## config.mk

```make
export PLATFORM = sky130hd
export DESIGN_NAME = adaptive_host_port
export DESIGN_NICKNAME = d
export VERILOG_FILES = /design/src/logic/adaptive_host_port_pkg.sv /design/src/logic/pin_sync.sv /design/src/logic/adaptive_host_port.sv
export SDC_FILE = /design/constraint.sdc
export NUM_CORES = 1
export LEC_CHECK = 0
export ABC_AREA = 1
export BUFFER_PORTS_ARGS = -buffer_cell sky130_fd_sc_hd__buf_2
export CORE_MARGIN = 2
export CORE_UTILIZATION = 45
export CTS_CLUSTER_DIAMETER = 120
export CTS_CLUSTER_SIZE = 25
export DETAILED_ROUTE_END_ITERATION = 10
export GPL_TIMING_DRIVEN = 0
export PLACE_DENSITY = 0.66
export SLEW_MARGIN = 20
export SYNTH_ARGS = -nofsm -noshare
export SYNTH_HDL_FRONTEND = slang
export SYNTH_SLANG_ARGS = --single-unit
```

## constraint.sdc

```tcl
create_clock -name clk_sys_i -period 2.2 [get_ports clk_sys_i]
set_input_delay 0.33 -clock clk_sys_i [delete_from_list [all_inputs] [get_ports clk_sys_i]]
set_output_delay 0.33 -clock clk_sys_i [all_outputs]
set_load 0.01 [all_outputs]
```

## src/logic/adaptive_host_port_pkg.sv

```systemverilog
// Shared constants and types for the adaptive host port
package adaptive_host_port_pkg;

    // Timing: burst and pause length in tone-pair mode
    localparam int CLK_PERIOD_NS     = 20;
    localparam int BURST_TIME_US     = 51000;
    localparam int BURST_CYCLES_DEF  = BURST_TIME_US * 1000 / CLK_PERIOD_NS;
    localparam int CP_BURST_FACTOR   = 2;

    // Register-select line values
    localparam logic REG_DATA        = 1'b0;
    localparam logic REG_CTRL        = 1'b1;

    // Reset values
    localparam logic [3:0] CTRL_RESET = 4'h0;
    localparam logic [3:0] DATA_RESET = 4'h0;

    // Bus styles seen at the falling edge of chip select
    localparam logic STYLE_STROBE    = 1'b0;
    localparam logic STYLE_SPLIT     = 1'b1;

    // Main control, b3 down to b0
    typedef struct packed {
        logic aux_steer_bit;
        logic irq_en;
        logic receive_mode_select;
        logic tone_output_enable;
    } main_ctrl_t;

    // Auxiliary control, b3 down to b0
    typedef struct packed {
        logic column_sel;
        logic single_tone;
        logic test_mode;
        logic burst_off;
    } aux_ctrl_t;

    // Transceiver flags, b3 down to b0
    typedef struct packed {
        logic steer_absent;
        logic rx_full;
        logic tx_empty;
        logic irq;
    } flags_t;

    // Host pins as sampled
    typedef struct packed {
        logic       cs_n;
        logic       bus_strobe_in;
        logic       rw;
        logic       register_select_line;
        logic [3:0] data;
    } host_pins_t;

    // Burst sequencer, Gray along idle, tone, pause
    typedef enum logic [1:0] {
        BST_IDLE  = 2'b00,
        BST_TONE  = 2'b01,
        BST_PAUSE = 2'b11
    } burst_state_t;

endpackage : adaptive_host_port_pkg

```

## src/logic/pin_sync.sv

```systemverilog
// Two-stage synchroniser for asynchronous host pins
module pin_sync #(
    parameter int W = 8
) (
    // Clock and reset
    input  wire logic         clk_sys_i,
    input  wire logic         nrst_i,
    // Pins and synchronised copy
    input  wire logic [W-1:0] pins_i,
    output logic      [W-1:0] sync_o
);
    logic [W-1:0] meta_q;

    // First stage feeds only the second
    always_ff @(posedge clk_sys_i or negedge nrst_i) begin
        if (!nrst_i) begin
            meta_q <= '0;
            sync_o <= '0;
        end else begin
            meta_q <= pins_i;
            sync_o <= meta_q;
        end
    end
endmodule : pin_sync

```

## src/logic/adaptive_host_port.sv

```systemverilog
// Adaptive parallel host port and register bank of the tone transceiver
// Functional notes
// - Strobe low at chip-select fall selects data-strobe style with read/write line.
// - Read strobe high at chip-select fall selects separate read and write strobes.
// - Detect multiplexed bus; latch register select and data at matching times.
// - One equivalent internal strobe drives all register operations.
// - Flags keep updating without any host strobe activity.
// - Select 1: write goes to control, read returns transceiver flags.
// - Received digit holds the latest valid code until replaced.
// - Written tone-pair code selects the generated tone pair.
// - Main control b3 set steers exactly the next control write to aux.
// - Event pin is open drain, pulls low only.
// - Main b0 enables transmit tones; low turns all transmit off.
// - Main b1 high call-progress mode, low tone-pair mode.
// - Call-progress mode with interrupt enable: pin follows received tone.
// - Call-progress mode: no new digits, no receive-full events.
// - Tone-pair mode with interrupt enable and aux b1 low: pin low on digit or burst ready; aux b1 high: pin low while steering present.
// - Flags read clears interrupt, receive-full and transmit-empty, with burst on or off.
// - Flags b0 set whenever b1 or b2 is set.
// - Aux b0 low: burst and pause per tone-code write made while the sequencer is idle, then transmit-empty set.
module adaptive_host_port
    import adaptive_host_port_pkg::*;
#(
    parameter int BURST_CYCLES = BURST_CYCLES_DEF
) (
    // Clock and reset
    input  wire logic       clk_sys_i,
    input  wire logic       nrst_i,
    // Host bus pins
    input  wire logic       cs_n_i,
    input  wire logic       bus_strobe_in_i,
    input  wire logic       rw_i,
    input  wire logic       register_select_line_i,
    input  wire logic [3:0] data_i,
    output logic      [3:0] data_o,
    output logic            data_oe_o,
    // Open-drain event or tone pin
    output logic            event_or_tone_pin_o,
    output logic            event_or_tone_oe_o,
    // Receiver side
    input  wire logic       digit_valid_i,
    input  wire logic [3:0] digit_code_i,
    input  wire logic       steer_absent_i,
    input  wire logic       cp_tone_i,
    // Generator side
    output logic      [3:0] tone_code_o,
    output logic            tone_on_o,
    output logic            single_tone_o,
    output logic            column_tone_o,
    output logic            cp_mode_o,
    // Detected bus style
    output logic            bus_style_o,
    output logic            bus_mux_o
);
    localparam int CW = $clog2(CP_BURST_FACTOR * BURST_CYCLES + 1);

    // Elaboration check on the burst length
    if (BURST_CYCLES < 2) begin : g_bad_burst
        $error("BURST_CYCLES must be at least 2");
    end

    // Load value of the burst counter for the current mode
    function automatic logic [CW-1:0] burst_len(input logic cp);
        burst_len = cp ? CW'(CP_BURST_FACTOR * BURST_CYCLES - 1) : CW'(BURST_CYCLES - 1);
    endfunction : burst_len

    // Pin synchronisation
    host_pins_t pins_raw;
    host_pins_t pins_s;
    assign pins_raw = '{cs_n: cs_n_i, bus_strobe_in: bus_strobe_in_i, rw: rw_i,
                        register_select_line: register_select_line_i, data: data_i};

    pin_sync #(.W($bits(host_pins_t))) u_sync (
        .clk_sys_i (clk_sys_i),
        .nrst_i    (nrst_i),
        .pins_i    (pins_raw),
        .sync_o    (pins_s)
    );

    // Bus-side state
    logic       cs_prev_q, cs_prev_d;
    logic       stb_prev_q, stb_prev_d;
    logic       style_q, style_d;
    logic       mux_q, mux_d;
    logic       addr_q, addr_d;
    logic       rd_q, rd_d;
    logic       steer_q, steer_d;
    logic [3:0] data_o_d;
    logic       data_oe_d;
    // Registers
    main_ctrl_t main_q, main_d;
    aux_ctrl_t  aux_q, aux_d;
    logic [3:0] code_q, code_d;
    logic [3:0] digit_q, digit_d;
    flags_t     flags_q, flags_d;
    // Burst sequencer
    burst_state_t bst_q, bst_d;
    logic [CW-1:0] cnt_q, cnt_d;
    logic       burst_start;
    logic       burst_done;
    // Derived outputs
    logic       tone_on_d;
    logic       pin_low_d;

    // Strobe decode shared by both bus styles
    logic cs_fall, stb_now, rd_now, stb_rise, stb_fall;
    logic wr_done, rd_done, flags_read;
    logic wr_code, wr_main, wr_aux;

    assign cs_fall  = cs_prev_q && !pins_s.cs_n;
    // Equivalent strobe, held off in the chip-select fall cycle until the style settles
    assign stb_now  = !pins_s.cs_n && !cs_fall && (style_q == STYLE_SPLIT
                      ? (!pins_s.bus_strobe_in || !pins_s.rw)
                      : pins_s.bus_strobe_in);
    assign rd_now   = (style_q == STYLE_SPLIT) ? !pins_s.bus_strobe_in : pins_s.rw;
    assign stb_rise = stb_now && !stb_prev_q;
    assign stb_fall = !stb_now && stb_prev_q;
    assign wr_done  = stb_fall && !rd_q;
    assign rd_done  = stb_fall && rd_q;
    assign flags_read = rd_done && (addr_q == REG_CTRL);
    assign wr_code  = wr_done && (addr_q == REG_DATA);
    assign wr_main  = wr_done && (addr_q == REG_CTRL) && !steer_q;
    assign wr_aux   = wr_done && (addr_q == REG_CTRL) && steer_q;

    // Bus style detection, address latch and read data
    always_comb begin
        cs_prev_d  = pins_s.cs_n;
        stb_prev_d = stb_now;
        style_d    = style_q;
        mux_d      = mux_q;
        addr_d     = addr_q;
        rd_d       = rd_q;
        if (cs_fall) begin
            style_d = pins_s.bus_strobe_in ? STYLE_SPLIT : STYLE_STROBE;
            mux_d   = pins_s.bus_strobe_in;
            if (pins_s.bus_strobe_in) begin
                addr_d = pins_s.register_select_line;
            end
        end
        if (stb_rise) begin
            rd_d = rd_now;
            if (!mux_q) begin
                addr_d = pins_s.register_select_line;
            end
        end
        data_oe_d = stb_now && rd_now && !stb_rise;
        data_o_d  = (addr_q == REG_CTRL) ? flags_q : digit_q;
    end

    always_ff @(posedge clk_sys_i or negedge nrst_i) begin
        if (!nrst_i) begin
            cs_prev_q  <= 1'b0; // Matches the synchroniser reset level, no false fall
            stb_prev_q <= 1'b0;
            style_q    <= STYLE_STROBE;
            mux_q      <= 1'b0;
            addr_q     <= REG_DATA;
            rd_q       <= 1'b0;
            data_o     <= DATA_RESET;
            data_oe_o  <= 1'b0;
        end else begin
            cs_prev_q  <= cs_prev_d;
            stb_prev_q <= stb_prev_d;
            style_q    <= style_d;
            mux_q      <= mux_d;
            addr_q     <= addr_d;
            rd_q       <= rd_d;
            data_o     <= data_o_d;
            data_oe_o  <= data_oe_d;
        end
    end

    // Register writes, steering and flags
    always_comb begin
        main_d  = main_q;
        aux_d   = aux_q;
        code_d  = code_q;
        digit_d = digit_q;
        steer_d = steer_q;
        flags_d = flags_q;
        // Data is latched on the trailing edge of the strobe
        if (wr_code) begin
            code_d = pins_s.data;
        end
        if (wr_main) begin
            main_d  = main_ctrl_t'(pins_s.data);
            steer_d = pins_s.data[3];
        end
        if (wr_aux) begin
            aux_d   = aux_ctrl_t'(pins_s.data);
            steer_d = 1'b0;
        end
        // Clears first so that a same-cycle event wins
        if (flags_read) begin
            flags_d.rx_full  = 1'b0;
            flags_d.tx_empty = 1'b0;
        end
        if (aux_q.burst_off) begin
            flags_d.tx_empty = 1'b0;
        end
        if (burst_done) begin
            flags_d.tx_empty = 1'b1;
        end
        // Receive runs without host activity
        if (digit_valid_i && !main_q.receive_mode_select) begin
            digit_d         = digit_code_i;
            flags_d.rx_full = 1'b1;
        end
        flags_d.steer_absent = steer_absent_i;
        flags_d.irq = flags_d.rx_full || flags_d.tx_empty;
    end

    always_ff @(posedge clk_sys_i or negedge nrst_i) begin
        if (!nrst_i) begin
            main_q  <= main_ctrl_t'(CTRL_RESET);
            aux_q   <= aux_ctrl_t'(CTRL_RESET);
            code_q  <= DATA_RESET;
            digit_q <= DATA_RESET;
            steer_q <= 1'b0;
            flags_q <= flags_t'(DATA_RESET);
        end else begin
            main_q  <= main_d;
            aux_q   <= aux_d;
            code_q  <= code_d;
            digit_q <= digit_d;
            steer_q <= steer_d;
            flags_q <= flags_d;
        end
    end

    // Burst sequencer: equal tone and pause, doubled in call-progress mode
    assign burst_start = wr_code && !aux_q.burst_off;
    assign burst_done  = (bst_q == BST_PAUSE) && (cnt_q == '0);

    always_comb begin
        bst_d = bst_q;
        cnt_d = cnt_q;
        unique case (bst_q)
            BST_IDLE: begin
                if (burst_start) begin
                    bst_d = BST_TONE;
                    cnt_d = burst_len(main_q.receive_mode_select);
                end
            end
            BST_TONE: begin
                if (cnt_q == '0) begin
                    bst_d = BST_PAUSE;
                    cnt_d = burst_len(main_q.receive_mode_select);
                end else begin
                    cnt_d = cnt_q - CW'(1);
                end
            end
            BST_PAUSE: begin
                if (cnt_q == '0) begin
                    bst_d = BST_IDLE;
                end else begin
                    cnt_d = cnt_q - CW'(1);
                end
            end
        endcase
        if (aux_q.burst_off) begin
            bst_d = BST_IDLE;
            cnt_d = '0;
        end
    end

    always_ff @(posedge clk_sys_i or negedge nrst_i) begin
        if (!nrst_i) begin
            bst_q <= BST_IDLE;
            cnt_q <= '0;
        end else begin
            bst_q <= bst_d;
            cnt_q <= cnt_d;
        end
    end

    // Generator controls and event pin
    always_comb begin
        tone_on_d = main_q.tone_output_enable
                    && (aux_q.burst_off || bst_q == BST_TONE);
        if (main_q.receive_mode_select) begin
            pin_low_d = main_q.irq_en && !cp_tone_i;
        end else if (aux_q.test_mode) begin
            pin_low_d = !flags_q.steer_absent;
        end else begin
            pin_low_d = main_q.irq_en && flags_q.irq;
        end
    end

    always_ff @(posedge clk_sys_i or negedge nrst_i) begin
        if (!nrst_i) begin
            tone_on_o           <= 1'b0;
            tone_code_o         <= DATA_RESET;
            single_tone_o       <= 1'b0;
            column_tone_o       <= 1'b0;
            cp_mode_o           <= 1'b0;
            bus_style_o         <= STYLE_STROBE;
            bus_mux_o           <= 1'b0;
            event_or_tone_pin_o <= 1'b0;
            event_or_tone_oe_o  <= 1'b0;
        end else begin
            tone_on_o           <= tone_on_d;
            tone_code_o         <= code_q;
            single_tone_o       <= aux_q.single_tone;
            column_tone_o       <= aux_q.column_sel;
            cp_mode_o           <= main_q.receive_mode_select;
            bus_style_o         <= style_q;
            bus_mux_o           <= mux_q;
            event_or_tone_pin_o <= 1'b0;
            event_or_tone_oe_o  <= pin_low_d;
        end
    end
endmodule : adaptive_host_port

```

==> flow_metrics.py <==
metrics = {
    "outcome": {
        "status": "finished, final reports clean",
    },
    "final_layout": {
        "num_antenna_cells": 0,
        "design.final.nets": 497,
        "drive_above_1_share": 0.207,
        "area_delta_synth_final_pct": 14.2,
        "final_area_sq_um": 4380,
        "finalCoreUtilization": 0.530,
    },
    "global_routing": {
        "grt-ovfl-total": 0,
        "global_route_wire_length_before_repair_um": 13700,
        "grt_max_degree": 59,
        "antenna_found_initial": 0,
        "grtUsageTotal": 0.195,
        "first_global_vias": 2937,
    },
    "clock_tree": {
        "post-cts-setup-buffer-count": 0,
        "clkTransAtPathRegs_ns": 0.09,
        "worst_skew_pair.late_latency_ns": 0.36,
        "cts_tree": "yes",
        "cts_hold_buf": 1,
        "htree_num_levels": 3,
        "clk_path_buf_depth": 2,
        "cts_repair_resize_count": 0,
        "clock_tree_root_driver_cell": "sky130_fd_sc_hd__clkbuf_8",
        "clock-sinks": 81,
        "cts_inserted_buffers": 9,
    },
    "critical_path": {
        "critPathRequiredTime_ns": 2.46,
        "critical_path.n_buffers_inverters": 1,
        "cp_slowest_cell": "sky130_fd_sc_hd__dfrtp_1",
        "critPathCaptureType": "flop",
        "worstSetupStartpointType": "flop",
        "path_cells": "inv_1 > ha_1 > nand2_1 > nor2_1 > nand3_1 > nor2_1 > nand2_1 > nand2_1 > nand2_1 > nand2_1 > nand2_1",
        "crit_path_max_incr_delay_ns": 0.37,
        "timing.critical_path.arrival_ns": 2.15,
        "setup.worst_path.class": "reg2reg",
        "critical_path.top_delay_family": "simple AND/OR/NAND/NOR gates",
        "critical_path_peak_fanout": 5,
        "critical-path-top-cell-by-count": "sky130_fd_sc_hd__nand2_1",
    },
    "sta": {
        "final.setup_skew_ns": 0.00783,
        "timing.final.max_slew_violations": 0,
        "fmax_ghz": 0.529,
        "final_hold_viol_count": 0,
        "fin_setup_tns_ns": 0,
        "rsz0062_at_grt": "no",
        "fin_hold_ws_ns": 0.0652,
        "period_needed_ns": 1.89,
        "setup_slack_ns": 0.310,
        "setup-violations-final": 0,
        "finalCritPeriodShare": 0.859,
    },
    "place": {
        "place_ws_ns": 0.317,
        "port_bufs": 32,
        "final_weighted_congestion_of_routability_driven_global_placement": 0.923,
        "place_hpwl_um": 5920,
        "place_area_sq_um": 4160,
    },
    "drt": {
        "avgRoutedWirePerCell_um": 13.6,
        "drc": 0,
        "final_antenna_net_count": 0,
        "first_pass_iters": 5,
        "avgViaCountPerCell": 5.00,
        "route.vias.total": 2938,
        "routed_wl_um": 8010,
        "detailedRoute.firstIterationViolations": 138,
    },
    "synthesis": {
        "synth.net_count": 452,
        "synth_common_cells": "141 x sky130_fd_sc_hd__nand2_1, 81 x sky130_fd_sc_hd__dfrtp_1, 44 x sky130_fd_sc_hd__nor2_1, 32 x sky130_fd_sc_hd__inv_1, 29 x sky130_fd_sc_hd__nand3_1",
        "synth_cells": 433,
        "synth.avg_cell_area_sq_um": 8.85,
        "post-synth-top-count-cell": "sky130_fd_sc_hd__nand2_1",
        "synth.area.top_cells": "sky130_fd_sc_hd__dfrtp_1 53%, sky130_fd_sc_hd__nand2_1 14%, sky130_fd_sc_hd__nor2_1 4.3%",
        "syn_area_sq_um": 3830,
        "synth_seq_area_share": 0.529,
        "synth-main-ff-cell": "sky130_fd_sc_hd__dfrtp_1",
        "synthDominantAreaCellType": "sky130_fd_sc_hd__dfrtp_1",
        "ffs_w_async_s_r_synth": 1.00,
        "number_of_unique_standard_cell_types_used_by_synthesis": 36,
        "synth_top_area_frac": 0.529,
        "synth.ff_latch_count": 81,
        "yosys_warning_total": 0,
        "synth_enable_flop_cells": 0,
    },
    "die": {
        "die_width_um": 96.3,
        "floorplan.die.height_um": 96.3,
        "coreArea_sq_um": 8260,
        "initial_core_util": 0.464,
        "floorplan.die_area_sq_um": 9270,
        "placementRows": 33,
        "ios": 34,
    },
    "pwr": {
        "p_leak_nw": 2.14,
        "peakVddDrop_mv": 0.644,
        "power.density_cell_area_nw_per_um2": 1240,
    },
    "run": {
        "max_cap_violations": 0,
    },
    "worst_hold_path": {
        "worst_hold_path_type": "in2reg",
    },
}
==> state kept, by name (all words and copies together), names as in the netlist, 2 cells and up <==
signal	flops
cnt_q	23
u_sync.meta_q	8
u_sync.sync_o	8
aux_q	4
code_q	4
data_o	4
digit_q	4
flags_q	4
tone_code_o	4
main_q	3
bst_q	2
==> worst paths after layout <==
| check | slack (ns) | end | startpoint | cells past startpoint |
|---|---|---|---|---|
| worst min-delay path | 0.07 | u_sync.meta_q[2]$_DFF_PN0_ | data_i[2] | 1 |
| min in group asynchronous | 0.42 | u_sync.meta_q[2]$_DFF_PN0_ | nrst_i | 2 |
| worst max register to register | 0.31 | cnt_q[14]$_DFFE_PN0P_ | cnt_q[0]$_DFFE_PN0P_ | 11 |
| worst min register to register | 0.35 | u_sync.sync_o[1]$_DFF_PN0_ | u_sync.meta_q[1]$_DFF_PN0_ | 0 |
| max in group asynchronous | 1.20 | cnt_q[15]$_DFFE_PN0P_ | nrst_i | 3 |
| worst max-delay path | 0.31 | cnt_q[14]$_DFFE_PN0P_ | cnt_q[0]$_DFFE_PN0P_ | 11 |
==> final cells by class <==
class / count / area [sq um]
fillers: 804 / 3880
clock inverters: 6 / 73.8
inverters: 35 / 134
plain buffers: 4 / 31.3
repair buffers: 34 / 200
multi-input cells: 313 / 1640
clock buffers: 10 / 138
flip-flops and latches: 81 / 2030
well taps: 105 / 131
==> stage by stage <==
stage	cells	power, mW
3_5_place_dp	571	4.30
6_report	588	5.42
5_1_grt	588	5.85
2_1_floorplan	433	3.72
4_1_cts	588	5.45
3_3_place_gp	570	4.21
==> worst reg2reg max path: stages, from the launching register on <==
cell and delay [ns]:
sky130_fd_sc_hd__dfrtp_1 0.37, sky130_fd_sc_hd__inv_1 0.13, sky130_fd_sc_hd__ha_1 0.26, sky130_fd_sc_hd__nand2_1 0.13, sky130_fd_sc_hd__nor2_1 0.23, sky130_fd_sc_hd__nand3_1 0.18, sky130_fd_sc_hd__nor2_1 0.12, sky130_fd_sc_hd__nand2_1 0.12
sky130_fd_sc_hd__nand2_1 0.08, sky130_fd_sc_hd__nand2_1 0.06, sky130_fd_sc_hd__nand2_1 0.07, sky130_fd_sc_hd__nand2_1 0.05
==> logic make-up (layout without fill, tap and decap cells) <==
group	count (synthesis)	count (layout)	share of synthesized area
xor+xnor	10	10	0.0228
buf+inv	39	89	0.0431
mux	6	6	0.0176
fa+ha+maj	2	2	0.00653
flops	81	81	0.529
other cells	1	1	0.000978
simple gates	259	259	0.326
compound gates	35	35	0.0545
==> metal layers <==
metal,vias to the layer above,part of all wire,GRT usage
met5,-,0,0
met4,0,0.031,0.102
met3,20,0.044,0.0337
met2,66,0.47,0.312
met1,1380,0.46,0.254
li1,1472,-,-
==> cell usage in the layout (no fill, tap or decap), drive strengths merged <==
cell type	instances
nor3	4
clkbuf	10
nor3b	1
xor2	4
conb	1
dlygate4sd3	1
nand4	8
a21oi	2
or2	1
o21a	1
buf	37
nor2	64
o22ai	4
bufinv	1
nand2	147
dfrtp	81
ha	2
o21ai	28
xnor2	6
clkinv	1
clkinvlp	2
inv	37
mux2	6
nand3	34
==> where the power goes <==
group | leakage, nW | internal (mW) | total [mW] | switching (mW)
logic | 1.06 | 0.728 | 1.94 | 1.21
clock network | 0.101 | 0.569 | 1.15 | 0.581
registers | 0.981 | 1.94 | 2.33 | 0.396
No activity file was read; power rests on OpenSTA's default activity.
